### config.mk
export PLATFORM = sky130hd
export DESIGN_NAME = pbt_timer
export DESIGN_NICKNAME = d
export VERILOG_FILES = /design/src/hw/pbt_pkg.sv /design/src/hw/pbt_ripple_counter.sv /design/src/hw/pbt_timer.sv
export VERILOG_INCLUDE_DIRS = /design/src /design/src/hw
export SDC_FILE = /design/constraint.sdc
export NUM_CORES = 1
export LEC_CHECK = 0
export BUFFER_PORTS_ARGS = -buffer_cell sky130_fd_sc_hd__buf_4
export CELL_PAD_IN_SITES_DETAIL_PLACEMENT = 0
export CELL_PAD_IN_SITES_GLOBAL_PLACEMENT = 1
export CORE_ASPECT_RATIO = 0.6
export CORE_MARGIN = 1.5
export CORE_UTILIZATION = 45
export DETAILED_ROUTE_END_ITERATION = 10
export GPL_ROUTABILITY_DRIVEN = 0
export PLACE_DENSITY = 0.82
export SETUP_SLACK_MARGIN = 0.3
export SYNTH_ARGS = -nofsm -noshare
export SYNTH_HDL_FRONTEND = slang
export SYNTH_SLANG_ARGS = --single-unit
### constraint.sdc
create_clock -name pclk -period 4.26 [get_ports pclk]
set_input_delay 0.213 -clock pclk [delete_from_list [all_inputs] [get_ports pclk]]
set_output_delay 0.213 -clock pclk [all_outputs]
set_load 0.1 [all_outputs]
### src/hw/pbt_params.svh
// Constants of the programmable binary timer: register offsets, field positions, reset values, timing.
// Assumes a 40 MHz pclk and a 32-bit APB with byte addresses.
`ifndef PBT_PARAMS_SVH
`define PBT_PARAMS_SVH

// Register byte offsets
`define PBT_CTRL_OFFSET 8'h00
`define PBT_STATUS_OFFSET 8'h04
`define PBT_COUNT_OFFSET 8'h08
`define PBT_OSC_DIV_OFFSET 8'h0c

// Control register fields
`define PBT_CTRL_MASTER_RESET 0
`define PBT_CTRL_AUTO_RESET_N 1
`define PBT_CTRL_POLARITY 2
`define PBT_CTRL_MODE 3
`define PBT_CTRL_DIV_SELECT0 4
`define PBT_CTRL_DIV_SELECT1 5
`define PBT_CTRL_EXT_CLOCK 6
`define PBT_CTRL_WIDTH 7

// Status register fields
`define PBT_STAT_DIVIDED 0
`define PBT_STAT_RESET_ACTIVE 1
`define PBT_STAT_POR_ACTIVE 2
`define PBT_STAT_LATCHED 3
`define PBT_STAT_STAGES_LSB 16

// Reset values
`define PBT_CTRL_RESET 7'h00
`define PBT_OSC_DIV_RESET 16'h0018

// Stage counts per select code {div_select1, div_select0}
`define PBT_STAGES_SEL00 5'd13
`define PBT_STAGES_SEL10 5'd10
`define PBT_STAGES_SEL01 5'd8
`define PBT_STAGES_SEL11 5'd16

// Timing
`define PBT_CLK_PERIOD_NS 25
`define PBT_POR_TIME_NS 1000
`define PBT_POR_CYCLES ((`PBT_POR_TIME_NS + `PBT_CLK_PERIOD_NS - 1) / `PBT_CLK_PERIOD_NS)

`endif

### src/hw/pbt_pkg.sv
// Types shared by the programmable binary timer modules.
// Assumes nothing beyond a SystemVerilog elaborator.
package pbt_pkg;

  typedef enum logic [1:0] {
    PBT_ST_RESET,
    PBT_ST_COUNT,
    PBT_ST_LATCHED
  } pbt_state_t;

  typedef logic [4:0] pbt_stages_t;

endpackage : pbt_pkg

### src/hw/pbt_ripple_counter.sv
// Binary counter of the timer, one toggle stage per bit.
// Assumes advance is a one-cycle pulse per rising edge of the timer clock.
module pbt_ripple_counter
  import pbt_pkg::*;
#(
  parameter int STAGES = 16
) (
  // Clock and reset
  input wire logic pclk,
  input wire logic presetn,
  // Control
  input wire logic clear,
  input wire logic advance,
  // State
  output logic [STAGES-1:0] count
);

  logic [STAGES-1:0] carry;

  assign carry[0] = advance;

  genvar i;
  generate
    for (i = 0; i < STAGES; i++) begin : g_stage
      logic stage_reg;
      logic stage_next;
      if (i > 0) begin : g_carry
        assign carry[i] = carry[i-1] & count[i-1];
      end
      // Clear dominates so a held reset keeps every stage at zero
      assign stage_next = clear ? 1'b0 : (stage_reg ^ carry[i]);
      always_ff @(posedge pclk or negedge presetn) begin
        if (!presetn) begin
          stage_reg <= 1'b0;
        end else begin
          stage_reg <= stage_next;
        end
      end
      assign count[i] = stage_reg;
    end
  endgenerate

endmodule : pbt_ripple_counter

### src/hw/pbt_timer.sv
// Programmable binary timer: 16-stage counter, divider or single-shot output, APB control.
// Assumes an APB master on pclk; ext_clock_pin is asynchronous to pclk.
`include "pbt_params.svh"

module pbt_timer
  import pbt_pkg::*;
#(
  parameter int STAGES = 16,
  parameter int POR_CYCLES = `PBT_POR_CYCLES,
  parameter int OSC_DIV_WIDTH = 16
) (
  // Clock and reset
  input wire logic pclk,
  input wire logic presetn,
  // APB slave
  input wire logic [7:0] paddr,
  input wire logic psel,
  input wire logic penable,
  input wire logic pwrite,
  input wire logic [31:0] pwdata,
  output logic [31:0] prdata,
  output logic pready,
  output logic pslverr,
  // Timer pins
  input wire logic ext_clock_pin,
  output logic divided_line
);

  // APB decode
  wire apb_setup = psel & ~penable;
  wire apb_access = psel & penable;
  wire hit_ctrl = (paddr == `PBT_CTRL_OFFSET);
  wire hit_status = (paddr == `PBT_STATUS_OFFSET);
  wire hit_count = (paddr == `PBT_COUNT_OFFSET);
  wire hit_osc_div = (paddr == `PBT_OSC_DIV_OFFSET);
  wire hit_any = hit_ctrl | hit_status | hit_count | hit_osc_div;
  wire wr_ctrl = apb_access & pwrite & hit_ctrl;
  wire wr_osc_div = apb_access & pwrite & hit_osc_div;

  // Control register and its fields
  logic [`PBT_CTRL_WIDTH-1:0] ctrl_reg;
  logic [`PBT_CTRL_WIDTH-1:0] ctrl_next;
  logic [OSC_DIV_WIDTH-1:0] osc_div_reg;
  logic [OSC_DIV_WIDTH-1:0] osc_div_next;

  wire master_reset = ctrl_reg[`PBT_CTRL_MASTER_RESET];
  wire auto_reset_n = ctrl_reg[`PBT_CTRL_AUTO_RESET_N];
  wire polarity_select = ctrl_reg[`PBT_CTRL_POLARITY];
  wire mode_select = ctrl_reg[`PBT_CTRL_MODE];
  wire div_select0 = ctrl_reg[`PBT_CTRL_DIV_SELECT0];
  wire div_select1 = ctrl_reg[`PBT_CTRL_DIV_SELECT1];
  wire ext_clock_sel = ctrl_reg[`PBT_CTRL_EXT_CLOCK];

  assign ctrl_next = wr_ctrl ? pwdata[`PBT_CTRL_WIDTH-1:0] : ctrl_reg;
  assign osc_div_next = wr_osc_div ? pwdata[OSC_DIV_WIDTH-1:0] : osc_div_reg;

  always_ff @(posedge pclk or negedge presetn) begin
    if (!presetn) begin
      ctrl_reg <= `PBT_CTRL_RESET;
    end else begin
      ctrl_reg <= ctrl_next;
    end
  end

  always_ff @(posedge pclk or negedge presetn) begin
    if (!presetn) begin
      osc_div_reg <= `PBT_OSC_DIV_RESET;
    end else begin
      osc_div_reg <= osc_div_next;
    end
  end

  // Power-on reset: one pulse after presetn release, only while it is enabled
  logic por_pending_reg;
  logic por_pending_next;
  logic [15:0] por_count_reg;
  logic [15:0] por_count_next;
  localparam logic [15:0] POR_LAST = 16'(POR_CYCLES - 1);

  wire por_enable = ~auto_reset_n & ~master_reset;
  wire por_active = por_pending_reg & por_enable;
  wire por_done = por_active & (por_count_reg == POR_LAST);

  // Disabling the function drops a pending pulse for good: it does not rearm later
  assign por_pending_next = (~por_pending_reg | auto_reset_n | por_done) ? 1'b0 : 1'b1;
  assign por_count_next = por_active ? (por_count_reg + 16'h0001) : 16'h0000;

  always_ff @(posedge pclk or negedge presetn) begin
    if (!presetn) begin
      por_pending_reg <= 1'b1;
    end else begin
      por_pending_reg <= por_pending_next;
    end
  end

  always_ff @(posedge pclk or negedge presetn) begin
    if (!presetn) begin
      por_count_reg <= 16'h0000;
    end else begin
      por_count_reg <= por_count_next;
    end
  end

  // Reset seen by the timer core
  wire reset_active = master_reset | por_active;

  // Internal oscillator: a pclk prescaler that halts while reset is applied
  logic [OSC_DIV_WIDTH-1:0] osc_cnt_reg;
  logic [OSC_DIV_WIDTH-1:0] osc_cnt_next;
  logic osc_out_reg;
  logic osc_out_next;
  logic osc_out_prev_reg;
  logic osc_out_prev_next;

  wire osc_wrap = (osc_cnt_reg >= osc_div_reg);
  wire osc_run = ~reset_active & ~ext_clock_sel;

  assign osc_cnt_next = !osc_run ? '0 : (osc_wrap ? '0 : osc_cnt_reg + OSC_DIV_WIDTH'(1));
  assign osc_out_next = !osc_run ? 1'b0 : (osc_wrap ? ~osc_out_reg : osc_out_reg);
  assign osc_out_prev_next = osc_out_reg;

  always_ff @(posedge pclk or negedge presetn) begin
    if (!presetn) begin
      osc_cnt_reg <= '0;
    end else begin
      osc_cnt_reg <= osc_cnt_next;
    end
  end

  always_ff @(posedge pclk or negedge presetn) begin
    if (!presetn) begin
      osc_out_reg <= 1'b0;
    end else begin
      osc_out_reg <= osc_out_next;
    end
  end

  always_ff @(posedge pclk or negedge presetn) begin
    if (!presetn) begin
      osc_out_prev_reg <= 1'b0;
    end else begin
      osc_out_prev_reg <= osc_out_prev_next;
    end
  end

  wire osc_rise = osc_out_reg & ~osc_out_prev_reg;

  // External clock pin: two-stage synchroniser, edge detect on the second stage only
  logic ext_sync1_reg;
  logic ext_sync1_next;
  logic ext_sync2_reg;
  logic ext_sync2_next;
  logic ext_prev_reg;
  logic ext_prev_next;

  assign ext_sync1_next = ext_clock_pin;
  assign ext_sync2_next = ext_sync1_reg;
  assign ext_prev_next = ext_sync2_reg;

  always_ff @(posedge pclk or negedge presetn) begin
    if (!presetn) begin
      ext_sync1_reg <= 1'b0;
    end else begin
      ext_sync1_reg <= ext_sync1_next;
    end
  end

  always_ff @(posedge pclk or negedge presetn) begin
    if (!presetn) begin
      ext_sync2_reg <= 1'b0;
    end else begin
      ext_sync2_reg <= ext_sync2_next;
    end
  end

  always_ff @(posedge pclk or negedge presetn) begin
    if (!presetn) begin
      ext_prev_reg <= 1'b0;
    end else begin
      ext_prev_reg <= ext_prev_next;
    end
  end

  // External clock must stay below pclk/2, high and low for a pclk each, to be seen edge for edge
  wire ext_rise = ext_sync2_reg & ~ext_prev_reg;

  // Timer clock edge
  wire timer_tick = ~reset_active & (ext_clock_sel ? ext_rise : osc_rise);

  // Mode edge detection, mode comes from a pclk register so no synchroniser
  logic mode_prev_reg;
  logic mode_prev_next;

  assign mode_prev_next = mode_select;

  always_ff @(posedge pclk or negedge presetn) begin
    if (!presetn) begin
      mode_prev_reg <= 1'b0;
    end else begin
      mode_prev_reg <= mode_prev_next;
    end
  end

  wire mode_rise = mode_select & ~mode_prev_reg;

  // Stage count selection
  pbt_stages_t stages;
  wire [1:0] div_code = {div_select1, div_select0};

  assign stages = (div_code == 2'b00) ? `PBT_STAGES_SEL00 :
                  (div_code == 2'b10) ? `PBT_STAGES_SEL10 :
                  (div_code == 2'b01) ? `PBT_STAGES_SEL01 :
                  `PBT_STAGES_SEL11;

  // Counter
  logic [STAGES-1:0] count;
  wire counter_clear = reset_active | mode_rise;

  pbt_ripple_counter #(
    .STAGES(STAGES)
  ) u_counter (
    .pclk(pclk),
    .presetn(presetn),
    .clear(counter_clear),
    .advance(timer_tick),
    .count(count)
  );

  // Top stage of the selected chain: toggles every 2^(n-1) ticks, period 2^n
  wire [4:0] tap_index = 5'(stages - 5'd1);
  wire tap_bit = count[tap_index[3:0]];

  // Single-shot state machine
  pbt_state_t state_reg;
  pbt_state_t state_next;

  always_comb begin
    state_next = state_reg;
    unique case (state_reg)
      PBT_ST_RESET: begin
        if (!reset_active) begin
          state_next = PBT_ST_COUNT;
        end
      end
      PBT_ST_COUNT: begin
        if (reset_active) begin
          state_next = PBT_ST_RESET;
        end else if (!mode_select && tap_bit) begin
          state_next = PBT_ST_LATCHED;
        end
      end
      PBT_ST_LATCHED: begin
        if (reset_active) begin
          state_next = PBT_ST_RESET;
        end else if (mode_rise) begin
          state_next = PBT_ST_COUNT;
        end
      end
      default: begin
        state_next = PBT_ST_RESET;
      end
    endcase
  end

  always_ff @(posedge pclk or negedge presetn) begin
    if (!presetn) begin
      state_reg <= PBT_ST_RESET;
    end else begin
      state_reg <= state_next;
    end
  end

  wire latched = (state_next == PBT_ST_LATCHED);

  // Output: polarity sets the starting level, the flip follows the mode
  logic divided_reg;
  logic divided_next;
  wire run_flip = mode_select ? tap_bit : latched;

  assign divided_next = reset_active ? polarity_select : (polarity_select ^ run_flip);

  always_ff @(posedge pclk or negedge presetn) begin
    if (!presetn) begin
      divided_reg <= 1'b0;
    end else begin
      divided_reg <= divided_next;
    end
  end

  assign divided_line = divided_reg;

  // Status word
  logic [31:0] status_word;
  always_comb begin
    status_word = 32'h0000_0000;
    status_word[`PBT_STAT_DIVIDED] = divided_reg;
    status_word[`PBT_STAT_RESET_ACTIVE] = reset_active;
    status_word[`PBT_STAT_POR_ACTIVE] = por_active;
    status_word[`PBT_STAT_LATCHED] = (state_reg == PBT_ST_LATCHED);
    status_word[`PBT_STAT_STAGES_LSB +: 5] = stages;
  end

  // Read mux
  wire [31:0] rd_mux = hit_ctrl ? {{(32 - `PBT_CTRL_WIDTH){1'b0}}, ctrl_reg} :
                       hit_status ? status_word :
                       hit_count ? {{(32 - STAGES){1'b0}}, count} :
                       hit_osc_div ? {{(32 - OSC_DIV_WIDTH){1'b0}}, osc_div_reg} :
                       32'h0000_0000;

  // Read data and error are captured in the setup cycle so the access phase answers at once
  logic [31:0] prdata_reg;
  logic [31:0] prdata_next;
  logic pslverr_reg;
  logic pslverr_next;

  assign prdata_next = (apb_setup && !pwrite) ? rd_mux : prdata_reg;
  assign pslverr_next = apb_setup ? ~hit_any : pslverr_reg;

  always_ff @(posedge pclk or negedge presetn) begin
    if (!presetn) begin
      prdata_reg <= 32'h0000_0000;
    end else begin
      prdata_reg <= prdata_next;
    end
  end

  always_ff @(posedge pclk or negedge presetn) begin
    if (!presetn) begin
      pslverr_reg <= 1'b0;
    end else begin
      pslverr_reg <= pslverr_next;
    end
  end

  assign prdata = prdata_reg;
  assign pready = 1'b1;
  assign pslverr = apb_access & pslverr_reg;

endmodule : pbt_timer

==> results.txt, run 1 <==
In the layout the commonest cells are 99 x sky130_fd_sc_hd__dfrtp_1, 56 x sky130_fd_sc_hd__buf_4, 39 x sky130_fd_sc_hd__nor2_1. After clock tree synthesis, the clock-pin slew on the worst setup and hold paths is 0.07 ns. The worst hold margin came out at -0.0260 ns.

The largest stage delay on the critical path came out at 0.39 ns. The most used flip-flop cell after synthesis is sky130_fd_sc_hd__dfrtp_1. The die height came out at approximately 85 um. The share of the synthesized area in the top cell type came out at 0.486. The shortest period the worst path allows is between 3 and 4 ns. The async set or reset register ratio after synthesis is 1.00. Setup repair after global routing left no endpoint under its margin. The final reports fail on negative hold slack. In this run the worst path has a maximum fanout of 3.

Of the total power, registers draw 0.487. The register with the most flip-flops in the layout has 20 of them. The static leakage is 2.81 nW. The count of final hold-check violations came out at 11. The number of slew-limit violations in the final report is 0. The fraction of final layout cells with drive strength greater than 1 is 0.239. The cell at the root of the clock tree is sky130_fd_sc_hd__clkbuf_16. In this run the count of I/O pins placed on the die edge is ~80.

The worst slew slack as a fraction of its limit came out at 0.397. The largest net degree at the start of global routing is 72. The area of the mapped netlist is 5100 um^2. The post-layout net count came out at 584.

The number of global-route vias before repair is about 3.3k. The maximum clock insertion buffer count is 2. The first TritonRoute pass finished after 4 iterations. Counting the fill cells in the layout gives slightly above 900. The power per standard cell area came out at about 360 nW/um^2.

The number of buffers inserted by port buffering is between 50 and 60. The most common cell after layout, fill and taps aside is sky130_fd_sc_hd__dfrtp_1. The number of vias per cell after detailed routing is 5.27. The number of buffers created by CTS is 9.

The final non-filler cell total came out at 649. The first-pass GRT wire length came out at ~17000 um. The critical path goes through nor3b_1, a31oi_1, nor2_1, ha_1, ha_1, ha_1, ha_2, ha_2, ha_2, ha_1, ha_1, ha_1, ha_1, ha_1, ha_2, ha_2, ha_1, ha_1, xor2_1, and2_1. The antenna violation net count after detailed routing came out at 0.

The switching part of the total is 0.254. Tracing the worst setup path back leads to its startpoint at osc_out_prev_next. The kind of cell with the highest combined delay along the critical path is adder cells.

Data on the critical path arrives at its endpoint at slightly above 4 ns. The standard cell with the maximum stage delay on the critical path is sky130_fd_sc_hd__dfrtp_1. The element type at the critical path end is a flop. The maximum resistive drop on vdd came out at 0.200 mV. The DRC violation count after routing came out at 0. The synthesized instance count came out at 451. TritonCTS built the clock tree. The setup clock skew after layout came out at 0.0101 ns.

The total inserted antenna cells is 0. The critical path start-end classification is flop to flop. The share of total power in combinational logic came out at 0.120. The clock insertion delay at the later pin of the skew report came out at between 0.3 and 0.4 ns. The number of cells in the design after placement came out at 631. The number of distinct library cell variants in the gate-level netlist after synthesis is 54. Yosys mapped a number of flops with a built-in enable equal to 0. The die covers 12000 um^2.

The die is between 100 and 150 um wide. The total area inside the core boundary comes to 10800 um^2. The final-report setup violation count is 0. The most frequent cell on the critical path is sky130_fd_sc_hd__ha_1.

The worst hold path belongs to the class primary input to asynchronous set/reset pin. The total negative setup slack is 0 ns. The required time at the endpoint of the critical path is 4.50 ns. The global route total overflow came out at 0. Dividing the final minimum period by the clock period gives 0.899. The total via count in the routed design came out at between 3k and 4k. The reg2reg setup slack is 0.43 ns. The initial antenna violation count came out at 0. The logic depth of the worst setup path including buffers came out at 20. The wire length after detailed routing is ~10000 um. The critical path ends at u_counter.g_stage[15].stage_reg.

The total buffers and inverters traversed by the critical path is 0. Derived from the worst setup path, the maximum achievable clock frequency is 261 MHz. The synthesized design spends more area on one cell type than any other, namely sky130_fd_sc_hd__dfrtp_1.

The clock tree synthesis step divided the H-tree into 3 levels. Compared with the post-synthesis result, the final layout area differs by 16.3%. The max-capacitance violation count came out at 0.

The post-synthesis area per instance came out at 11.3 um^2. The row count is 29. STA classifies the critical path startpoint as a flop. The post-route standard cell area excluding fillers is 5930 um^2. Yosys attributes the largest share of cell area to sky130_fd_sc_hd__dfrtp_1 49%, sky130_fd_sc_hd__ha_1 8.1%, sky130_fd_sc_hd__mux2_2 3.8%.

The endpoint identified for the worst register-to-register timing path is u_counter.g_stage[15].stage_reg. The flow ran to the end, but the final reports show violations. For this design the total switching power over the nets is 0.549 mW. Of the total power, the clock network draws 0.394. The share of the Yosys chip area taken by registers is 0.501. The final core utilization is 0.549.

The combined global-route utilization of all metal layers came out at 0.185. In this run the critical register-to-register path is launched from osc_out_prev_next. The routed wire length per instance came out at 16.1 um.

For the pin with the worst max-slew slack, the measured transition is 0.904 ns. The HPWL after detailed placement is approximately 7600 um. After detailed placement, the total cell area comes to 5580 um^2. The number of DRC markers after the initial detailed-route iteration is 154. The internal cell power is 1.61 mW. Measured in cells, the most critical reg-to-reg path has a length of 20. During synthesis, Yosys emitted a total of 0 warnings. The register bit total from synthesis came out at 102. The starting density of the core is 0.472. The clock sink total came out at 102.
[worst register-to-register path, delay by kind of cell (launching register included)]
| kind | cells | cell delay, ns |
|---|---|---|
| flip-flops | 1 | 0.39 |
| AND/OR/NAND/NOR | 3 | 0.36 |
| AO/OA/AOI/OAI | 1 | 0.18 |
| XOR/XNOR | 1 | 0.13 |
| adder cells (fa/ha/maj) | 15 | 2.67 |
[power groups by stage]
stage | Combinational (mW) | Sequential [mW] | Clock [mW]
after floorplan | 0.180 | 1.06 | 0
after global placement | 0.243 | 1.07 | 0
after detailed placement | 0.250 | 1.07 | 0
after CTS | 0.250 | 1.05 | 0.868
after global routing | 0.287 | 1.05 | 0.910
final | 0.259 | 1.05 | 0.851
[cell type report]
type,count,area [um^2],share of cell area
tap,139,174,0.0293
clock inverter,4,52.6,0.00886
multi-input combinational,312,2380,0.401
sequential,102,2560,0.431
inverter,23,86.3,0.0146
clock buffer,12,256,0.0432
timing repair buffer,57,430,0.0726
[worst min path at each step]
| stage | endpoint | slack [ns] | cells after the start |
|---|---|---|---|
| finish | por_count_reg[6] | -0.03 | 1 |
| global route | por_count_reg[6] | 0.06 | 1 |
| CTS | por_count_reg[6] | 0.03 | 1 |
| detailed placement | ext_sync1_reg | 0.32 | 1 |
| global placement | ext_sync1_reg | 0.32 | 1 |
| floorplan | ctrl_reg[0] | -0.08 | 0 |
[routing by layer]
layer	routed length [um]	global-route usage	share of wire
met1	5480	0.280	0.53
met4	90	0.0426	0.0086
met2	4440	0.265	0.43
met5	0	0	0
met3	402	0.0480	0.039
[cell usage after synthesis (all sizes together) (6+ instances only)]
library cell / number
a21oi: 10
and2: 18
buf: 17
clkbuf: 7
dfrtp: 99
ha: 33
inv: 23
mux2: 27
mux2i: 9
nand2: 32
nand2b: 6
nand3: 10
nand4: 7
nor2: 39
nor3: 7
o21ai: 20
xnor2: 13
xor2: 14
[through the flow]
step	worst slack (ns)	power, mW
detailed placement	0.300	1.32
CTS	0.357	2.17
floorplan	0.459	1.24
global route	0.200	2.25
finish	0.429	2.16
global placement	0.380	1.31
[repair_timing]
item,CTS,global route
setup endpoints to repair,1,2
pin swaps,0,0
setup buffers,0,1
hold buffers,1,0
resized for setup,1,6
endpoints found under the hold margin,1,0
[cell families after synthesis]
logic type | count (synthesis) | synth area share
XOR/XNOR | 27 | 0.0463
multiplexers | 41 | 0.107
flip-flops | 102 | 0.501
buffers and inverters | 47 | 0.0461
AND/OR/NAND/NOR | 147 | 0.153
other | 2 | 0.00147
AO/OA/AOI/OAI | 52 | 0.0643
adder cells (fa/ha/maj) | 33 | 0.0809
Power figures use the tool's default switching activity.
==> run 2, diff against run 1 <==
ABC_AREA = 1   (was unset)
CORE_UTILIZATION = 43   (was 45)
==> run 2 against run 1 <==
Compared with the run above:
- the flow still finishes with violations (negative hold slack)
- cell count up 34%
- die area up 11%
- clock power grew 2.7%
- flip-flop and latch count unchanged
- worst setup slack improved by 0.059 ns
- synthesized cell count up 45%
- register-to-register slack gained 0.06 ns
- utilization down 3.7 points
- clock skew is 0.0060 ns lower
==> results.txt, run 2 <==
The floorplan die area is 13400 um^2 (was 12000 um^2). The register area share after synthesis is 0.470 (was 0.501). The Yosys warning count came out at 0 (unchanged). The critical path start-end classification is flop to flop (unchanged). The fraction of final layout cells with drive strength greater than 1 came out at 0.135 (was 0.239). The async set or reset register ratio after synthesis came out at 1.00 (unchanged). The register bit total from synthesis was 102 (unchanged). The final non-filler cell total came out at 871 (was 649). The initial antenna violation count came out at 0 (unchanged). The post-layout net count is 780 (was 584). The most frequent cell on the critical path was sky130_fd_sc_hd__ha_1 (unchanged). The cell type contributing the most total cell area after synthesis is sky130_fd_sc_hd__dfrtp_1 (unchanged). The power per standard cell area came to 390 nW/um^2 (was 365 nW/um^2). The largest net degree at the start of global routing is 72 (unchanged).

The global route total overflow is 0 (unchanged). The kind of launch point of the worst setup path is a flop (unchanged). The first-pass GRT wire length was 20400 um (was 17100 um). Top post-synthesis cells by area: sky130_fd_sc_hd__dfrtp_1 46%, sky130_fd_sc_hd__ha_1 7.6%, sky130_fd_sc_hd__nand2_1 7.5% (was sky130_fd_sc_hd__dfrtp_1 49%, sky130_fd_sc_hd__ha_1 8.1%, sky130_fd_sc_hd__mux2_2 3.8%). The commonest register cell after synthesis is sky130_fd_sc_hd__dfrtp_1 (unchanged).

The number of flip-flops under the largest register name is 20 (unchanged). The achievable clock frequency was 265 MHz (was 261 MHz). The starting density of the core came out at 0.446 (was 0.472). The H-tree depth reported by CTS is 3 (unchanged). The cell at the root of the clock tree is sky130_fd_sc_hd__clkbuf_16 (unchanged). The worst path setup slack after routing is 0.488 ns (was 0.429 ns).

The placement-stage worst setup slack came out at 0.325 ns (was 0.300 ns). The number of buffers created by CTS came to 9 (unchanged). The antenna violation net count after detailed routing is 0 (unchanged). The I/O pin total is 81 (unchanged). The maximum clock insertion buffer count came out at 2 (unchanged).

The number of slew-limit violations in the final report is 0 (unchanged). The final core utilization came out at 0.512 (was 0.549). The clock insertion delay at the later pin of the skew report came out at 0.34 ns (was 0.35 ns). The wire length after detailed routing is 12300 um (was 10400 um). The number of cells in the design after placement was 853 (was 631). The arrival time of the worst setup path is 3.99 ns (was 4.07 ns).

The number of vias per cell after detailed routing came out at 4.92 (was 5.27). The required time at the endpoint of the critical path came out at 4.47 ns (was 4.50 ns). The DRC violation count after routing is 0 (unchanged). The die height came out at 90.2 um (was 85.5 um). The synthesized instance count came out at 653 (was 451). Commonest cells after routing, fill and taps aside: 107 x sky130_fd_sc_hd__nand2_1, 101 x sky130_fd_sc_hd__inv_1, 99 x sky130_fd_sc_hd__dfrtp_1 (was 99 x sky130_fd_sc_hd__dfrtp_1, 56 x sky130_fd_sc_hd__buf_4, 39 x sky130_fd_sc_hd__nor2_1). The total negative setup slack came out at 0 ns (unchanged). The total inserted antenna cells came to 0 (unchanged). The largest fanout on the critical path is 4 (was 3). Most numerous cell types in the synthesized netlist: 109 x sky130_fd_sc_hd__nand2_1, 101 x sky130_fd_sc_hd__inv_1, 99 x sky130_fd_sc_hd__dfrtp_1, 84 x sky130_fd_sc_hd__nor2_1, 35 x sky130_fd_sc_hd__a21oi_1 (was 99 x sky130_fd_sc_hd__dfrtp_1, 39 x sky130_fd_sc_hd__nor2_1, 33 x sky130_fd_sc_hd__ha_1, 32 x sky130_fd_sc_hd__nand2_1, 23 x sky130_fd_sc_hd__inv_1). The standard cell with the maximum stage delay on the critical path is sky130_fd_sc_hd__dfstp_2 (was sky130_fd_sc_hd__dfrtp_1). The routed wire length per instance came out at 14.1 um (was 16.1 um). The clock transition time at the flip-flop clock pins of the worst setup and hold paths is 0.07 ns (about the same). The placeable core area came out at 12200 um^2 (was 10800 um^2).

The CTS tree is yes (unchanged). The element type at the critical path end is a flop (unchanged). The count of final hold-check violations is 14 (was 11). The worst hold margin is -0.0216 ns (was -0.0260 ns).

Ordered list of cells on the worst path: nand2_2, nand2_4, a21oi_1, ha_1, ha_1, ha_1, ha_1, ha_1, ha_1, ha_1, ha_1, ha_1, ha_1, ha_1, ha_1, ha_1, ha_1, ha_2, xnor2_1, nor2_1 (was nor3b_1, a31oi_1, nor2_1, ha_1, ha_1, ha_1, ha_2, ha_2, ha_2, ha_1, ha_1, ha_1, ha_1, ha_1, ha_2, ha_2, ha_1, ha_1, xor2_1, and2_1). The number of DRC markers after the initial detailed-route iteration came out at 206 (was 154). The worst slew slack as a fraction of its limit is 0.318 (was 0.397). The area of the mapped netlist came out at 5440 um^2 (was 5100 um^2). The final cycle utilization of the critical path came out at 0.885 (was 0.899). The post-synthesis area per instance is 8.34 um^2 (was 11.3 um^2). The HPWL after detailed placement is 9320 um (was 7610 um).

The total placed instance area is 5900 um^2 (was 5580 um^2). The clock sink total came out at 102 (unchanged). The static leakage came to 3.22 nW (was 2.81 nW). Violated checks: negative hold slack (unchanged). The most common cell in the netlist is sky130_fd_sc_hd__nand2_1 (was sky130_fd_sc_hd__dfrtp_1). The combined global-route utilization of all metal layers is 0.196 (was 0.185).

The number of enable-type register cells in the synthesized netlist came to 0 (unchanged). The row count came out at 31 (was 29). The shortest period the worst path allows came out at 3.77 ns (was 3.83 ns). The max-capacitance violation count is 0 (unchanged). The post-route standard cell area excluding fillers came out at 6260 um^2 (was 5930 um^2).

The detailed-router iteration count before antenna repair came out at 5 (was 4). The type of the most critical hold path is primary input to asynchronous set/reset pin (unchanged). The maximum resistive drop on vdd is 0.207 mV (was 0.200 mV). The actual slew at the worst max-slew pin came to 1.02 ns (was 0.904 ns). The sum of internal, switching and leakage power is 2.44 mW (was 2.16 mW). The layout overhead on the synthesized area is 14.9% (was 16.3%). The setup clock skew after layout was 0.00410 ns (was 0.0101 ns). Result of the run: complete, but fails checks (unchanged). The most common cell after layout, fill and taps aside is sky130_fd_sc_hd__nand2_1 (was sky130_fd_sc_hd__dfrtp_1). The final-report setup violation count came out at 0 (unchanged). The share of the synthesized area in the top cell type is 0.455 (was 0.486). The number of buffers inserted by port buffering came out at 52 (unchanged). RSZ-0062 raised after global routing: no (unchanged).

The largest stage delay on the critical path is 0.54 ns (was 0.39 ns). The total via count in the routed design came to 4283 (was 3423). The die span in x was 148 um (was 140 um). The number of global-route vias before repair is 3937 (was 3264). The number of distinct library cell variants in the gate-level netlist after synthesis was 40 (was 54).
run 2: cell types whose count changed after synthesis, sizes merged, moves of 20 or more:
cell	previous run	this run
inv	23	102
nand3	10	30
a21oi	10	35
nor2	39	85
mux2	27	0
o21ai	20	53
nand2	32	115
run 2: what timing repair did:
action	in CTS	in global routing
endpoints found under the hold margin	1	0
hold buffers	1	0
gates resized for setup	0	4
setup buffers	0	1
endpoints found under the setup margin	0	2
run 2: worst paths after layout:
kind                       cells past startpoint  slack, ns             from                              end
setup / recovery                              20       0.49  por_pending_reg  u_counter.g_stage[15].stage_reg
hold / removal                                 1      -0.02          presetn                 por_count_reg[4]
setup reg to reg                              20       0.49  por_pending_reg  u_counter.g_stage[15].stage_reg
hold reg to reg                                0       0.38    ext_prev_next                     ext_prev_reg
max in group asynchronous                      2       3.31          presetn                   osc_div_reg[8]
min in group pclk                              3       0.12        pwdata[8]                   osc_div_reg[8]
run 2: where the power goes:
group	leakage, nW	internal (mW)	switching (mW)
Clock	0.155	0.520	0.354
Sequential	1.32	1.05	0.0737
Combinational	1.75	0.147	0.299
run 2: routing by layer:
| metal | part of all wire | vias to the layer above | GRT usage |
|---|---|---|---|
| met5 | 0 | - | 0 |
| met4 | 0.0068 | 0 | 0.0437 |
| met3 | 0.047 | 8 | 0.0462 |
| met2 | 0.39 | 109 | 0.255 |
| met1 | 0.56 | 2002 | 0.318 |
| li1 | - | 2164 | - |
run 2: worst max-delay path: cells and delay by family, from the launching register on:
family	cells	cell delay (ns)
adders and majority gates	15	2.69
DFF	1	0.54
and+or+nand+nor	3	0.22
xor gates and xnor gates	1	0.17
AOI/OAI and AO/OA	1	0.05
run 2: cell families (layout without fill, tap and decap cells):
logic type,after synthesis,count (layout),share of synthesized area
AND/OR/NAND/NOR,271,271,0.223
buffers and inverters,131,174,0.105
flip-flops,102,102,0.470
AO/OA/AOI/OAI,99,99,0.102
adder cells (fa/ha/maj),33,33,0.0758
XOR/XNOR,15,15,0.0241
other,2,12,0.00138
run 2: final cells by class:
class | count | area, um^2
fillers | 1136 | 5960
flip-flops and latches | 102 | 2560
repair buffers | 55 | 415
well taps | 165 | 206
clock buffers | 14 | 284
clock inverters | 2 | 37.5
multi-input cells | 430 | 2370
inverters | 103 | 388
